===== src/rtl/iapfc_defs.svh =====
`ifndef IAPFC_DEFS_SVH
`define IAPFC_DEFS_SVH

// ****************************************
// register byte offsets
// ****************************************
`define IAPFC_OFF_CTL      8'h00
`define IAPFC_OFF_KEY      8'h04
`define IAPFC_OFF_BCLR     8'h08
`define IAPFC_OFF_DATA     8'h10
`define IAPFC_DATA_STRIDE  8'h04

// ****************************************
// main control and buffer clear field positions
// ****************************************
`define IAPFC_B_STATUS     7
`define IAPFC_B_MODE_HI    6
`define IAPFC_B_MODE_LO    4
`define IAPFC_B_UNLOCK     3
`define IAPFC_B_WRINIT     2
`define IAPFC_B_RDEN       1
`define IAPFC_B_RDINIT     0
`define IAPFC_B_BCLR       0

// ****************************************
// reset values and key
// ****************************************
`define IAPFC_RST_BYTE     8'h00
`define IAPFC_RESET_KEY    8'h55

// ****************************************
// unlock pattern, per word low byte then high byte
// ****************************************
`define IAPFC_PAT_W1L      8'h00
`define IAPFC_PAT_W1H      8'h04
`define IAPFC_PAT_W2L      8'h0d
`define IAPFC_PAT_W2H      8'h09
`define IAPFC_PAT_W3L      8'hc3
`define IAPFC_PAT_W3H      8'h40

// ****************************************
// timing
// ****************************************
`define IAPFC_CLK_NS       20
`define IAPFC_EW_TIME_NS   2200000
`define IAPFC_UNL_TIME_NS  20480
`define IAPFC_RD_TIME_NS   80
`define IAPFC_CLR_TIME_NS  40
`define IAPFC_TMR_W        17

`endif


===== src/rtl/iapfc_pkg.sv =====
package iapfc_pkg;

	// operation mode field codes
	typedef enum logic [2:0]
	{
		IAPFC_MODE_WRITE  = 3'h0,
		IAPFC_MODE_ERASE  = 3'h1,
		IAPFC_MODE_READ   = 3'h3,
		IAPFC_MODE_UNLOCK = 3'h6
	} iapfc_mode_t;

	// running operation
	typedef enum logic [1:0]
	{
		IAPFC_OP_IDLE = 2'b00,
		IAPFC_OP_EW   = 2'b01,
		IAPFC_OP_RD   = 2'b10,
		IAPFC_OP_CLR  = 2'b11
	} iapfc_op_t;

	// main control register
	typedef struct packed
	{
		logic       status;
		logic [2:0] mode;
		logic       unlock_trig;
		logic       write_init;
		logic       read_en;
		logic       read_init;
	} iapfc_ctl_t;

	// strobes towards the flash array and cpu
	typedef struct packed
	{
		logic erase;
		logic write;
		logic read;
		logic bclr;
		logic stall;
	} iapfc_flash_t;

endpackage


===== src/rtl/iapfc_timer.sv =====
`timescale 1ns/1ps
`default_nettype none

// ****************************************
// one-shot countdown, done pulses on last cycle
// ****************************************
module iapfc_timer #(
	parameter int W = 17
) (
	input  wire logic         clk,
	input  wire logic         rst,
	input  wire logic         load,
	input  wire logic [W-1:0] load_val,
	output logic              running,
	output logic              done
);
	logic [W-1:0] cnt_q;
	logic [W-1:0] cnt_d;

	// reload wins over counting
	always_comb
	begin
		cnt_d = cnt_q;
		if (load)
			cnt_d = load_val;
		else if (cnt_q != '0)
			cnt_d = cnt_q - 1'b1;
	end

	always_ff @(posedge clk)
	begin
		if (rst)
			cnt_q <= '0;
		else
			cnt_q <= cnt_d;
	end

	assign running = (cnt_q != '0);
	assign done    = (cnt_q == {{(W-1){1'b0}}, 1'b1}) && !load;
endmodule

`default_nettype wire


===== src/rtl/iapfc_top.sv =====
// Summary of operation
// software may clear status, never set it
// status set by hardware on unlock success
// mode field: write, erase, read, unlock
// software unlocks before erase or write
// unlock trigger starts timer, cleared at expiry
// software loads pattern before timer expires
// write initiate runs erase/write, self-clears
// reads only while read enable high
// read initiate runs read, self-clears
// never set three initiate bits together
// cpu stalled while an operation runs; code stalls on erase/write and read only, not buffer clear
// software waits for completion before next
// slow clock stable before erase/write
// key 55h resets whole chip
// buffer clear bit self-clears when done
// buffer clear upper bits read zero
// data words readable writable byte pairs
// unlock pattern bytes fixed
// erase/write lasts 2.2 ms
// locked or reserved mode modifies nothing
// status set only on match during timer
//
// The address map and the AHB-Lite slave port are this design's own decisions.
`include "iapfc_defs.svh"
`timescale 1ns/1ps
`default_nettype none

module iapfc_top #(
	parameter int EW_CYCLES  = `IAPFC_EW_TIME_NS / `IAPFC_CLK_NS,
	parameter int UNL_CYCLES = `IAPFC_UNL_TIME_NS / `IAPFC_CLK_NS,
	parameter int RD_CYCLES  = `IAPFC_RD_TIME_NS / `IAPFC_CLK_NS,
	parameter int CLR_CYCLES = `IAPFC_CLR_TIME_NS / `IAPFC_CLK_NS
) (
	input  wire logic        CLK,
	input  wire logic        RST,
	input  wire logic        HSEL,
	input  wire logic [31:0] HADDR,
	input  wire logic [1:0]  HTRANS,
	input  wire logic        HWRITE,
	input  wire logic [2:0]  HSIZE,
	input  wire logic [31:0] HWDATA,
	input  wire logic        HREADY,
	output logic      [31:0] HRDATA,
	output logic             HREADYOUT,
	output logic             HRESP,
	output logic             CPU_STALL,
	output logic             CHIP_RESET,
	output logic             FLASH_ERASE,
	output logic             FLASH_WRITE,
	output logic             FLASH_READ,
	output logic             FLASH_BUF_CLEAR
);
	import iapfc_pkg::*;

	localparam int TW = `IAPFC_TMR_W;
	localparam logic [7:0] PAT [6] = '{`IAPFC_PAT_W1L, `IAPFC_PAT_W1H,
		`IAPFC_PAT_W2L, `IAPFC_PAT_W2H, `IAPFC_PAT_W3L, `IAPFC_PAT_W3H};

	// ****************************************
	// ahb-lite slave front end
	// ****************************************
	logic        wr_pend_q, wr_pend_d;
	logic        rd_pend_q, rd_pend_d;
	logic [7:0]  addr_q, addr_d;
	logic        hit_q, hit_d;
	logic        hready_q, hready_d;
	logic [31:0] hrdata_q, hrdata_d;
	logic        accept;

	// reads take one wait state so a write just ahead is visible
	assign accept = HSEL && HTRANS[1] && HREADY;

	always_comb
	begin
		wr_pend_d = 1'b0;
		rd_pend_d = 1'b0;
		addr_d    = addr_q;
		hit_d     = hit_q;
		hready_d  = 1'b1;
		if (accept)
		begin
			addr_d    = HADDR[7:0];
			hit_d     = (HADDR[31:8] == 24'h000000) && (HADDR[1:0] == 2'h0);
			wr_pend_d = HWRITE;
			rd_pend_d = !HWRITE;
			hready_d  = HWRITE;
		end
	end

	// ****************************************
	// register decode
	// ****************************************
	logic       wr_ctl, wr_key, wr_bclr;
	logic [5:0] wr_dat;
	logic [7:0] wd;

	assign wd      = HWDATA[7:0];
	assign wr_ctl  = wr_pend_q && hit_q && (addr_q == `IAPFC_OFF_CTL);
	assign wr_key  = wr_pend_q && hit_q && (addr_q == `IAPFC_OFF_KEY);
	assign wr_bclr = wr_pend_q && hit_q && (addr_q == `IAPFC_OFF_BCLR);

	// ****************************************
	// data word bytes and pattern compare
	// ****************************************
	logic [7:0] dat_q [6];
	logic [7:0] dat_d [6];
	logic [5:0] pat_ok;

	genvar gi;
	generate
		for (gi = 0; gi < 6; gi++)
		begin : g_dat
			assign wr_dat[gi] = wr_pend_q && hit_q && (addr_q ==
				8'(`IAPFC_OFF_DATA + gi * `IAPFC_DATA_STRIDE));
			assign dat_d[gi]  = wr_dat[gi] ? wd : dat_q[gi];
			assign pat_ok[gi] = (dat_q[gi] == PAT[gi]);
			always_ff @(posedge CLK)
			begin
				if (RST)
					dat_q[gi] <= `IAPFC_RST_BYTE;
				else
					dat_q[gi] <= dat_d[gi];
			end
		end
	endgenerate

	// ****************************************
	// control state
	// ****************************************
	iapfc_ctl_t   ctl_q, ctl_d;
	iapfc_op_t    op_q, op_d;
	logic [7:0]   key_q, key_d;
	logic         bclr_q, bclr_d;
	logic         rstk_q, rstk_d;
	iapfc_flash_t fl_q, fl_d;
	logic         unl_load, unl_run, unl_done;
	logic         op_load, op_done;
	logic [TW-1:0] op_len;
	logic         set_cond, all_three;
	logic [2:0]   nmode;

	assign nmode     = wd[`IAPFC_B_MODE_HI:`IAPFC_B_MODE_LO];
	assign all_three = wd[`IAPFC_B_WRINIT] && wd[`IAPFC_B_RDEN] && wd[`IAPFC_B_RDINIT];
	// only a full match inside the window in unlock mode counts
	assign set_cond  = ctl_q.unlock_trig && unl_run && (&pat_ok) &&
		(ctl_q.mode == IAPFC_MODE_UNLOCK);

	// software writes, hardware completions, operation launch
	always_comb
	begin
		ctl_d    = ctl_q;
		op_d     = op_q;
		key_d    = key_q;
		bclr_d   = bclr_q;
		rstk_d   = 1'b0;
		unl_load = 1'b0;
		op_load  = 1'b0;
		op_len   = TW'(EW_CYCLES);
		// completions first so a new launch cannot be lost
		if (op_done)
		begin
			op_d             = IAPFC_OP_IDLE;
			ctl_d.write_init = 1'b0;
			ctl_d.read_init  = 1'b0;
			bclr_d           = 1'b0;
		end
		if (unl_done)
			ctl_d.unlock_trig = 1'b0;
		if (wr_ctl)
		begin
			ctl_d.mode    = nmode;
			ctl_d.read_en = wd[`IAPFC_B_RDEN];
			if (!wd[`IAPFC_B_STATUS])
				ctl_d.status = 1'b0;
			if (wd[`IAPFC_B_UNLOCK] && !ctl_q.unlock_trig)
			begin
				ctl_d.unlock_trig = 1'b1;
				unl_load          = 1'b1;
			end
			// triple set is refused, no erase/write or read starts
			if (op_q == IAPFC_OP_IDLE && !all_three)
			begin
				if (wd[`IAPFC_B_WRINIT] && ctl_d.status &&
					(nmode == IAPFC_MODE_WRITE || nmode == IAPFC_MODE_ERASE))
				begin
					ctl_d.write_init = 1'b1;
					op_d             = IAPFC_OP_EW;
					op_load          = 1'b1;
					op_len           = TW'(EW_CYCLES);
				end
				else if (wd[`IAPFC_B_RDINIT] && wd[`IAPFC_B_RDEN] &&
					nmode == IAPFC_MODE_READ)
				begin
					ctl_d.read_init = 1'b1;
					op_d            = IAPFC_OP_RD;
					op_load         = 1'b1;
					op_len          = TW'(RD_CYCLES);
				end
			end
		end
		if (wr_bclr && wd[`IAPFC_B_BCLR] && op_q == IAPFC_OP_IDLE)
		begin
			bclr_d  = 1'b1;
			op_d    = IAPFC_OP_CLR;
			op_load = 1'b1;
			op_len  = TW'(CLR_CYCLES);
		end
		if (wr_key)
		begin
			key_d  = wd;
			rstk_d = (wd == `IAPFC_RESET_KEY);
		end
		// hardware set beats a same-cycle software clear
		if (set_cond)
			ctl_d.status = 1'b1;
	end

	// flash strobes and cpu hold follow the running op
	always_comb
	begin
		fl_d.erase = (op_d == IAPFC_OP_EW) && (ctl_d.mode == IAPFC_MODE_ERASE);
		fl_d.write = (op_d == IAPFC_OP_EW) && (ctl_d.mode == IAPFC_MODE_WRITE);
		fl_d.read  = (op_d == IAPFC_OP_RD);
		fl_d.bclr  = (op_d == IAPFC_OP_CLR);
		fl_d.stall = (op_d == IAPFC_OP_EW) || (op_d == IAPFC_OP_RD);
	end

	// read mux, captured in the wait state
	always_comb
	begin
		hrdata_d = hrdata_q;
		if (rd_pend_q)
		begin
			hrdata_d = 32'h00000000;
			if (hit_q)
			begin
				if (addr_q == `IAPFC_OFF_CTL)
					hrdata_d[7:0] = ctl_q;
				else if (addr_q == `IAPFC_OFF_KEY)
					hrdata_d[7:0] = key_q;
				else if (addr_q == `IAPFC_OFF_BCLR)
					hrdata_d[`IAPFC_B_BCLR] = bclr_q;
				for (int i = 0; i < 6; i++)
					if (addr_q == 8'(`IAPFC_OFF_DATA + i * `IAPFC_DATA_STRIDE))
						hrdata_d[7:0] = dat_q[i];
			end
		end
	end

	// ****************************************
	// registers
	// ****************************************
	always_ff @(posedge CLK)
	begin
		if (RST)
		begin
			wr_pend_q <= 1'b0;
			rd_pend_q <= 1'b0;
			addr_q    <= 8'h00;
			hit_q     <= 1'b0;
			hready_q  <= 1'b1;
			hrdata_q  <= 32'h00000000;
			ctl_q     <= '0;
			op_q      <= IAPFC_OP_IDLE;
			key_q     <= `IAPFC_RST_BYTE;
			bclr_q    <= 1'b0;
			rstk_q    <= 1'b0;
			fl_q      <= '0;
		end
		else
		begin
			wr_pend_q <= wr_pend_d;
			rd_pend_q <= rd_pend_d;
			addr_q    <= addr_d;
			hit_q     <= hit_d;
			hready_q  <= hready_d;
			hrdata_q  <= hrdata_d;
			ctl_q     <= ctl_d;
			op_q      <= op_d;
			key_q     <= key_d;
			bclr_q    <= bclr_d;
			rstk_q    <= rstk_d;
			fl_q      <= fl_d;
		end
	end

	// ****************************************
	// timers
	// ****************************************
	iapfc_timer #(.W(TW)) u_unl_tmr (
		.clk      (CLK),
		.rst      (RST),
		.load     (unl_load),
		.load_val (TW'(UNL_CYCLES)),
		.running  (unl_run),
		.done     (unl_done)
	);

	iapfc_timer #(.W(TW)) u_op_tmr (
		.clk      (CLK),
		.rst      (RST),
		.load     (op_load),
		.load_val (op_len),
		.running  (),
		.done     (op_done)
	);

	assign HRDATA          = hrdata_q;
	assign HREADYOUT       = hready_q;
	assign HRESP           = 1'b0;
	assign CPU_STALL       = fl_q.stall;
	assign CHIP_RESET      = rstk_q;
	assign FLASH_ERASE     = fl_q.erase;
	assign FLASH_WRITE     = fl_q.write;
	assign FLASH_READ      = fl_q.read;
	assign FLASH_BUF_CLEAR = fl_q.bclr;

	// helper: length of trigger high phases
	logic [TW-1:0] unl_len_q, ew_len_q;
	always_ff @(posedge CLK)
	begin
		if (RST)
		begin
			unl_len_q <= '0;
			ew_len_q  <= '0;
		end
		else
		begin
			unl_len_q <= ctl_q.unlock_trig ? unl_len_q + 1'b1 : '0;
			ew_len_q  <= ctl_q.write_init ? ew_len_q + 1'b1 : '0;
		end
	end
endmodule

`default_nettype wire


===== config.mk =====
export PLATFORM = sky130hd
export DESIGN_NAME = iapfc_top
export DESIGN_NICKNAME = d
export VERILOG_FILES = /design/src/rtl/iapfc_pkg.sv /design/src/rtl/iapfc_timer.sv /design/src/rtl/iapfc_top.sv
export VERILOG_INCLUDE_DIRS = /design/src /design/src/rtl
export SDC_FILE = /design/constraint.sdc
export NUM_CORES = 1
export LEC_CHECK = 0
export BUFFER_PORTS_ARGS = -buffer_cell sky130_fd_sc_hd__buf_4
export CAP_MARGIN = 20
export CORE_AREA = 2 2 124 156
export DETAILED_ROUTE_END_ITERATION = 7
export DIE_AREA = 0 0 126 158
export HOLD_SLACK_MARGIN = 0.03
export PLACE_DENSITY = 0.63
export SLEW_MARGIN = 25
export SYNTH_ARGS = -nofsm -noshare
export SYNTH_HDL_FRONTEND = slang
export SYNTH_SLANG_ARGS = --single-unit

===== constraint.sdc =====
create_clock -name CLK -period 2 [get_ports CLK]
set_clock_uncertainty 0.1 [all_clocks]
set_input_delay 0.3 -clock CLK [delete_from_list [all_inputs] [get_ports CLK]]
set_output_delay 0.3 -clock CLK [all_outputs]
set_load 0.005 [all_outputs]

==> impl_metrics.xml, run 1 <==
<?xml version="1.0" encoding="UTF-8"?>
<metrics>
  <group name="run_status">
    <metric name="run_status" unit="">finished with violations</metric>
    <metric name="violations" unit="">negative setup slack</metric>
  </group>
  <group name="yosys">
    <metric name="syn-cell-area" unit="sq um">6370</metric>
    <metric name="synth.avg_cell_area" unit="sq um">8.94</metric>
    <metric name="netlist.top_cell.by_area" unit="">sky130_fd_sc_hd__dfxtp_1</metric>
    <metric name="yosys_most_used_dff" unit="">sky130_fd_sc_hd__dfxtp_1</metric>
    <metric name="postSynthCellCount" unit="">713</metric>
    <metric name="post_synth_num_cell_types" unit="">73</metric>
    <metric name="post-synth-top-area-fraction" unit="%">39.9</metric>
    <metric name="synth_enable_flop_cells" unit="">0</metric>
    <metric name="synth_top_cells_by_area" unit="">sky130_fd_sc_hd__dfxtp_1 40%, sky130_fd_sc_hd__mux2i_1 11%, sky130_fd_sc_hd__nor2_1 6.4%</metric>
    <metric name="synthesis.yosys.warnings" unit="">0</metric>
    <metric name="yosysSeqAreaShare" unit="%">39.9</metric>
    <metric name="async_sr_flop_fraction" unit="%">0</metric>
    <metric name="ys_ff_latch" unit="">127</metric>
  </group>
  <group name="clocking">
    <metric name="clock_latency" unit="ns">0.42</metric>
    <metric name="clkSlewWorstSetupHoldPaths" unit="ns">0.06</metric>
    <metric name="cts_tree" unit="">built</metric>
    <metric name="cts.sink_count" unit="">127</metric>
    <metric name="cts_root_buf" unit="">sky130_fd_sc_hd__clkbuf_16</metric>
    <metric name="clock_path_buffers" unit="">2</metric>
    <metric name="cts-buffers-inserted" unit="">17</metric>
    <metric name="htree_num_levels" unit="">4</metric>
  </group>
  <group name="flow_run">
    <metric name="max_cap_viol_count" unit="">0</metric>
  </group>
  <group name="setup_path">
    <metric name="critPathRequiredTime" unit="ns">2.21</metric>
    <metric name="worst-r2r-setup-slack" unit="ns">-0.06</metric>
    <metric name="critical_path.reg2reg.startpoint" unit="">u_op_tmr.cnt_q[12]</metric>
    <metric name="critical_path_sink_type" unit="">flop</metric>
    <metric name="startpoint_kind_of_the_worst_setup_timing_path" unit="">flop</metric>
    <metric name="r2r_end" unit="">FLASH_WRITE</metric>
    <metric name="reg2regPathDepth" unit="">7</metric>
    <metric name="critPathMaxFanout" unit="">2</metric>
    <metric name="critPathArrivalTime" unit="ns">2.28</metric>
    <metric name="timing_worst_setup_path_type" unit="">flop to flop</metric>
  </group>
  <group name="placed_design">
    <metric name="numPortBuffers" unit="">60</metric>
    <metric name="place_inst" unit="">1042</metric>
    <metric name="post_dp_cell_area" unit="sq um">7470</metric>
    <metric name="final_weighted_congestion_of_routability_driven_global_placement" unit="">0.878</metric>
    <metric name="place_hpwl" unit="um">12900</metric>
  </group>
  <group name="route">
    <metric name="postRouteWirelength" unit="um">17800</metric>
    <metric name="viasPerCell" unit="">5.08</metric>
    <metric name="vias" unit="">5555</metric>
    <metric name="drt_pre_antenna_iters" unit="">4</metric>
    <metric name="detail_route.wl_per_cell" unit="um">16.2</metric>
    <metric name="drt_iter0_drc" unit="">265</metric>
    <metric name="drc_errors" unit="">0</metric>
    <metric name="drtAntennaViolNets" unit="">0</metric>
  </group>
  <group name="grt">
    <metric name="track_usage" unit="%">17.7</metric>
    <metric name="grt_max_degree" unit="">39</metric>
    <metric name="grt_pass1_vias" unit="">5480</metric>
    <metric name="first_pass_grt_wire_length" unit="um">27900</metric>
    <metric name="grt.overflow.total" unit="">0</metric>
    <metric name="antenna_violations_before_repair" unit="">0</metric>
  </group>
  <group name="sta">
    <metric name="finalSetupViolCount" unit="">2</metric>
    <metric name="timing.hold.ws" unit="ns">0.0597</metric>
    <metric name="finalWorstSetupSlack" unit="ns">-0.0625</metric>
    <metric name="final_period_minus_worst_setup_slack" unit="ns">2.06</metric>
    <metric name="final-max-slew-violation-count" unit="">0</metric>
    <metric name="grt_setup_unrepaired" unit="">yes</metric>
    <metric name="hold_viol_final" unit="">0</metric>
    <metric name="max_freq" unit="MHz">485</metric>
    <metric name="timing.final.crit_share" unit="%">103</metric>
  </group>
  <group name="final_layout">
    <metric name="final_common_cell" unit="">sky130_fd_sc_hd__buf_4</metric>
    <metric name="final_core_util" unit="%">45.7</metric>
    <metric name="final_layout_size_suffix_gt1_share" unit="%">29.2</metric>
    <metric name="area_growth_syn_to_layout" unit="%">32.7</metric>
    <metric name="n_antenna_cell" unit="">0</metric>
    <metric name="final_cell_mix" unit="">142 x sky130_fd_sc_hd__buf_4, 116 x sky130_fd_sc_hd__dfxtp_1, 108 x sky130_fd_sc_hd__nor2_1</metric>
    <metric name="layout.filler_cells" unit="">1824</metric>
    <metric name="layout.nets" unit="">931</metric>
    <metric name="finish.instance_area" unit="sq um">8450</metric>
    <metric name="layoutNonFillerInstCount" unit="">1094</metric>
  </group>
  <group name="floorplan">
    <metric name="die_width" unit="um">126</metric>
    <metric name="die_area" unit="sq um">19900</metric>
    <metric name="die_height" unit="um">158</metric>
    <metric name="top_level_ports" unit="">114</metric>
    <metric name="core.rowCount" unit="">56</metric>
    <metric name="fp.coreArea" unit="sq um">18500</metric>
    <metric name="initial_core_util" unit="%">34.4</metric>
  </group>
  <group name="worst_hold_path">
    <metric name="min_delay_worst_endpoint" unit="">addr_q[2]</metric>
    <metric name="hold_path_class" unit="">input pin to flop</metric>
    <metric name="holdPathStages" unit="">3</metric>
    <metric name="min_from" unit="">HADDR[2]</metric>
  </group>
  <group name="power">
    <metric name="p_total" unit="W">0.0104</metric>
    <metric name="power.density" unit="nW/um^2">1230</metric>
    <metric name="worst_ir_drop_vdd" unit="mV">0.915</metric>
    <metric name="total_leakage_power" unit="nW">3.49</metric>
  </group>
</metrics>
## worst max-delay path: stages, from the launching register on
cell                       delay [ns]
sky130_fd_sc_hd__dfxtp_1         0.31
sky130_fd_sc_hd__or4_4           0.55
sky130_fd_sc_hd__nor2_4          0.12
sky130_fd_sc_hd__nand4_1         0.13
sky130_fd_sc_hd__a211oi_2        0.25
sky130_fd_sc_hd__inv_1           0.10
sky130_fd_sc_hd__ha_2            0.20
sky130_fd_sc_hd__and4bb_1        0.21
## stage by stage
| stage | setup TNS (ns) | setup slack, ns |
|---|---|---|
| after CTS | -0.112 | -0.0855 |
| after global routing | -0.923 | -0.238 |
| final | -0.118 | -0.0625 |
| after global placement | -0.306 | -0.0907 |
| after detailed placement | -0.440 | -0.106 |
| after floorplan | -0.0372 | -0.0372 |
## Yosys cell counts, types with 14 or more instances
cell	n
sky130_fd_sc_hd__mux2i_1	69
sky130_fd_sc_hd__dfxtp_1	127
sky130_fd_sc_hd__buf_2	14
sky130_fd_sc_hd__inv_1	15
sky130_fd_sc_hd__nor2_1	109
sky130_fd_sc_hd__a21oi_1	31
sky130_fd_sc_hd__nor4_1	18
sky130_fd_sc_hd__nor3_1	14
sky130_fd_sc_hd__o21ai_0	17
sky130_fd_sc_hd__clkbuf_1	22
sky130_fd_sc_hd__buf_4	26
sky130_fd_sc_hd__nand2_1	53
sky130_fd_sc_hd__xnor2_1	17
## power breakdown
| group | internal, W | switching [W] |
|---|---|---|
| registers | 0.00285 | 0.000270 |
| clock network | 0.00228 | 0.00119 |
| logic | 0.00192 | 0.00188 |
| total | 0.00704 | 0.00334 |
## cell type report
cell class	count	area, sq um	area share (%)
Sequential cell	127	2560	30.3
Timing Repair Buffer	155	1250	14.7
Clock inverter	13	210	2.49
Inverter	16	62.6	0.740
Clock buffer	19	453	5.36
Multi-Input combinational cell	532	3630	42.9
Tap cell	232	290	3.43
## registers in the layout (all words and copies together) (netlist names), 2 cells and up
name             cells
key_q                8
u_unl_tmr.cnt_q     17
dat_q               48
u_op_tmr.cnt_q      17
ctl_q                8
op_q                 2
addr_q               8
HRDATA               8
## worst max-delay path by stage
stage	slack, ns	to	cells after the start	from
3_5_place_dp	-0.11	CPU_STALL	7	u_op_tmr.cnt_q[12]
5_1_grt	-0.24	FLASH_WRITE	7	u_op_tmr.cnt_q[12]
2_1_floorplan	-0.04	FLASH_WRITE	7	u_op_tmr.cnt_q[8]
4_1_cts	-0.09	FLASH_WRITE	7	u_op_tmr.cnt_q[12]
3_3_place_gp	-0.09	FLASH_WRITE	7	u_op_tmr.cnt_q[12]
6_report	-0.06	FLASH_WRITE	7	u_op_tmr.cnt_q[12]
## cells by family (layout without fill, tap and decap cells)
family,after synthesis,count (layout),share of synthesized area [%]
adder cells (fa/ha/maj),8,8,1.57
flip-flops,127,127,39.9
other,1,25,0.0589
multiplexers,79,79,12.6
XOR/XNOR,24,24,3.30
AND/OR/NAND/NOR,294,295,25.2
AO/OA/AOI/OAI,101,101,10.9
buffers and inverters,79,203,6.46
## what timing repair did
action	in CTS	in global routing
gates resized for setup	5	32
hold buffers	8	0
hold endpoints to repair	8	0
buffers inserted	1	9
endpoints found under the setup margin	5	51
cloned	0	2
pin swaps	1	13
## routing by layer
| metal | routed length (um) | track usage (%) | vias up |
|---|---|---|---|
| li1 | - | - | 2768 |
| met1 | 7190 | 19.9 | 2643 |
| met2 | 9360 | 32.3 | 117 |
| met3 | 870 | 4.80 | 27 |
| met4 | 340 | 6.07 | 0 |
| met5 | 0 | 0 | - |
No activity file was read; power rests on OpenSTA's default activity.
==> inputs of run 2 (changes only) <==
- CTS_BUF_LIST: default -> sky130_fd_sc_hd__clkbuf_8
==> impl_metrics.xml, run 2 (synthesis gave the netlist of run 1 again) <==
<?xml version="1.0" encoding="UTF-8"?>
<metrics>
  <group name="run_status">
    <metric name="run_status" unit="">finished with violations</metric>
    <metric name="violations" unit="">negative setup slack</metric>
  </group>
  <group name="setup_path">
    <metric name="slowest_delay" unit="ns">0.55</metric>
    <metric name="critical_path_sink_type" unit="">flop</metric>
    <metric name="critPathMaxFanout" unit="">3</metric>
    <metric name="cpMaxStageDelayCell" unit="">sky130_fd_sc_hd__or4_4</metric>
    <metric name="critPathArrivalTime" unit="ns">2.36</metric>
    <metric name="critPathRequiredTime" unit="ns">2.25</metric>
    <metric name="timing_worst_setup_path_type" unit="">flop to flop</metric>
    <metric name="startpoint_kind_of_the_worst_setup_timing_path" unit="">flop</metric>
    <metric name="critical_path.cell_chain" unit="">or4_4 -&gt; nor2_4 -&gt; nand4_1 -&gt; a211oi_2 -&gt; inv_1 -&gt; ha_2 -&gt; and4bb_1</metric>
  </group>
  <group name="route">
    <metric name="detail_route.wl_per_cell" unit="um">16.3</metric>
    <metric name="viasPerCell" unit="">5.13</metric>
    <metric name="wl_met3" unit="um">773</metric>
    <metric name="wl_met1" unit="um">7320</metric>
    <metric name="top_layer_used" unit="">met4</metric>
    <metric name="postRouteWirelength" unit="um">17800</metric>
    <metric name="drtAntennaViolNets" unit="">0</metric>
    <metric name="drc_errors" unit="">0</metric>
    <metric name="wl_met2" unit="um">9220</metric>
    <metric name="drt_iter0_drc" unit="">259</metric>
    <metric name="vias" unit="">5625</metric>
    <metric name="drt_pre_antenna_iters" unit="">4</metric>
  </group>
  <group name="clocking">
    <metric name="clock_latency" unit="ns">0.45</metric>
    <metric name="cts_root_buf" unit="">sky130_fd_sc_hd__clkbuf_8</metric>
    <metric name="cts-buffers-inserted" unit="">17</metric>
    <metric name="htree_num_levels" unit="">4</metric>
    <metric name="cts.sink_count" unit="">127</metric>
    <metric name="clkSlewWorstSetupHoldPaths" unit="ns">0.08</metric>
    <metric name="clock_path_buffers" unit="">2</metric>
    <metric name="cts_tree" unit="">built</metric>
  </group>
  <group name="placed_design">
    <metric name="place_hpwl" unit="um">12900</metric>
    <metric name="dp_worst_setup_slack" unit="ns">-0.106</metric>
    <metric name="numPortBuffers" unit="">60</metric>
    <metric name="final_weighted_congestion_of_routability_driven_global_placement" unit="">0.878</metric>
  </group>
  <group name="sta">
    <metric name="finalSetupViolCount" unit="">3</metric>
    <metric name="timing.final.crit_share" unit="%">105</metric>
    <metric name="finalWorstSetupSlack" unit="ns">-0.109</metric>
    <metric name="timing.hold.ws" unit="ns">0.0520</metric>
    <metric name="grt_setup_unrepaired" unit="">yes</metric>
    <metric name="final-max-slew-violation-count" unit="">0</metric>
    <metric name="max_freq" unit="MHz">474</metric>
    <metric name="final_period_minus_worst_setup_slack" unit="ns">2.11</metric>
    <metric name="hold_viol_final" unit="">0</metric>
  </group>
  <group name="final_layout">
    <metric name="area.sequential" unit="sq um">2560</metric>
    <metric name="n_antenna_cell" unit="">0</metric>
    <metric name="largest_register" unit="">dat_q</metric>
    <metric name="regs_by_ff_count" unit="">dat_q (48), u_op_tmr.cnt_q (17), u_unl_tmr.cnt_q (17)</metric>
    <metric name="multi_input_area" unit="sq um">3650</metric>
    <metric name="layout.nets" unit="">933</metric>
    <metric name="final_common_cell" unit="">sky130_fd_sc_hd__buf_4</metric>
    <metric name="final_core_util" unit="%">44.9</metric>
    <metric name="layout.filler_cells" unit="">1837</metric>
    <metric name="area_growth_syn_to_layout" unit="%">30.3</metric>
    <metric name="final_layout_size_suffix_gt1_share" unit="%">29.6</metric>
    <metric name="largest_register_ffs" unit="">48</metric>
    <metric name="final_cell_mix" unit="">143 x sky130_fd_sc_hd__buf_4, 115 x sky130_fd_sc_hd__dfxtp_1, 108 x sky130_fd_sc_hd__nor2_1</metric>
  </group>
  <group name="floorplan">
    <metric name="initial_core_util" unit="%">34.4</metric>
    <metric name="die_width" unit="um">126</metric>
    <metric name="die_area" unit="sq um">19900</metric>
    <metric name="core.rowCount" unit="">56</metric>
    <metric name="die_height" unit="um">158</metric>
    <metric name="fp.coreArea" unit="sq um">18500</metric>
    <metric name="top_level_ports" unit="">114</metric>
  </group>
  <group name="worst_hold_path">
    <metric name="hold_path_class" unit="">input pin to flop</metric>
  </group>
  <group name="power">
    <metric name="p_switching" unit="W">0.00327</metric>
    <metric name="power.clock.fraction" unit="%">27.3</metric>
    <metric name="switching_share" unit="%">34.0</metric>
    <metric name="intPower" unit="W">0.00635</metric>
    <metric name="p_total" unit="W">0.00962</metric>
    <metric name="combinational_fraction_of_design_power" unit="%">40.3</metric>
    <metric name="total_leakage_power" unit="nW">3.43</metric>
    <metric name="power.density" unit="nW/um^2">1160</metric>
    <metric name="worst_ir_drop_vdd" unit="mV">0.889</metric>
    <metric name="seq_power_share" unit="%">32.3</metric>
  </group>
  <group name="flow_run">
    <metric name="max_cap_viol_count" unit="">0</metric>
  </group>
  <group name="grt">
    <metric name="grt.overflow.total" unit="">0</metric>
    <metric name="antenna_violations_before_repair" unit="">0</metric>
    <metric name="track_usage" unit="%">17.6</metric>
    <metric name="grt_max_degree" unit="">39</metric>
    <metric name="grt_pass1_vias" unit="">5478</metric>
    <metric name="first_pass_grt_wire_length" unit="um">27900</metric>
  </group>
</metrics>
-- run 2: cell types whose count changed in the layout (fill, tap and decap cells not counted), sizes merged --
| cell | delta |
|---|---|
| buf | +1 |
| dlygate4sd3 | +1 |
-- run 2: layout make-up --
class                      instances  share of cell area [%]
clock buffer                      19                    3.15
clock inverter                    13                    2.53
inverter                          16                   0.753
multi-input combinational        532                    44.0
sequential                       127                    30.9
tap                              232                    3.50
timing repair buffer             157                    15.2
-- run 2: routing by layer --
metal | GRT usage (%) | up-vias
met4 | 6.59 | 0
met3 | 3.92 | 34
li1 | - | 2770
met2 | 32.0 | 143
met5 | 0 | -
met1 | 20.1 | 2678
-- run 2: worst max-delay path: cells and delay by family (launching register included) --
family	cells	cell delay, ns
AO/OA/AOI/OAI	1	0.27
buffers and inverters	1	0.10
AND/OR/NAND/NOR	4	1.03
flip-flops	1	0.32
adder cells (fa/ha/maj)	1	0.20
-- run 2: power groups by stage --
stage                     logic (W)  registers (W)  clock network [W]
after floorplan             0.00219        0.00314                  0
after global placement      0.00328        0.00313                  0
after detailed placement    0.00329        0.00313                  0
after CTS                   0.00337        0.00308            0.00267
after global routing        0.00424        0.00315            0.00278
final                       0.00388        0.00311            0.00263
-- run 2: path summary, 6_finish.rpt --
check	endpoint	from	cells after the start	slack, ns
setup / recovery	FLASH_WRITE	u_op_tmr.cnt_q[12]	7	-0.11
hold / removal	dat_q[3][2]	HWDATA[2]	3	0.05
setup reg to reg	FLASH_WRITE	u_op_tmr.cnt_q[12]	7	-0.11
hold reg to reg	HRDATA[5]	HRDATA[5]	2	0.37
-- run 2: through the flow --
stage | instance area [sq um] | instances | setup TNS [ns]
after floorplan | 6470 | 737 | -0.0372
after global routing | 8300 | 1096 | -0.917
after global placement | 7470 | 1042 | -0.306
final | 8300 | 1096 | -0.200
after detailed placement | 7470 | 1042 | -0.440
after CTS | 8060 | 1085 | -0.419
-- run 2: repair_timing --
item	in CTS	in global routing
hold endpoints to repair	10	0
endpoints found under the setup margin	5	54
gates cloned	0	2
setup buffers	2	11
hold buffers	9	0
resized for setup	3	39
pin swaps	0	17
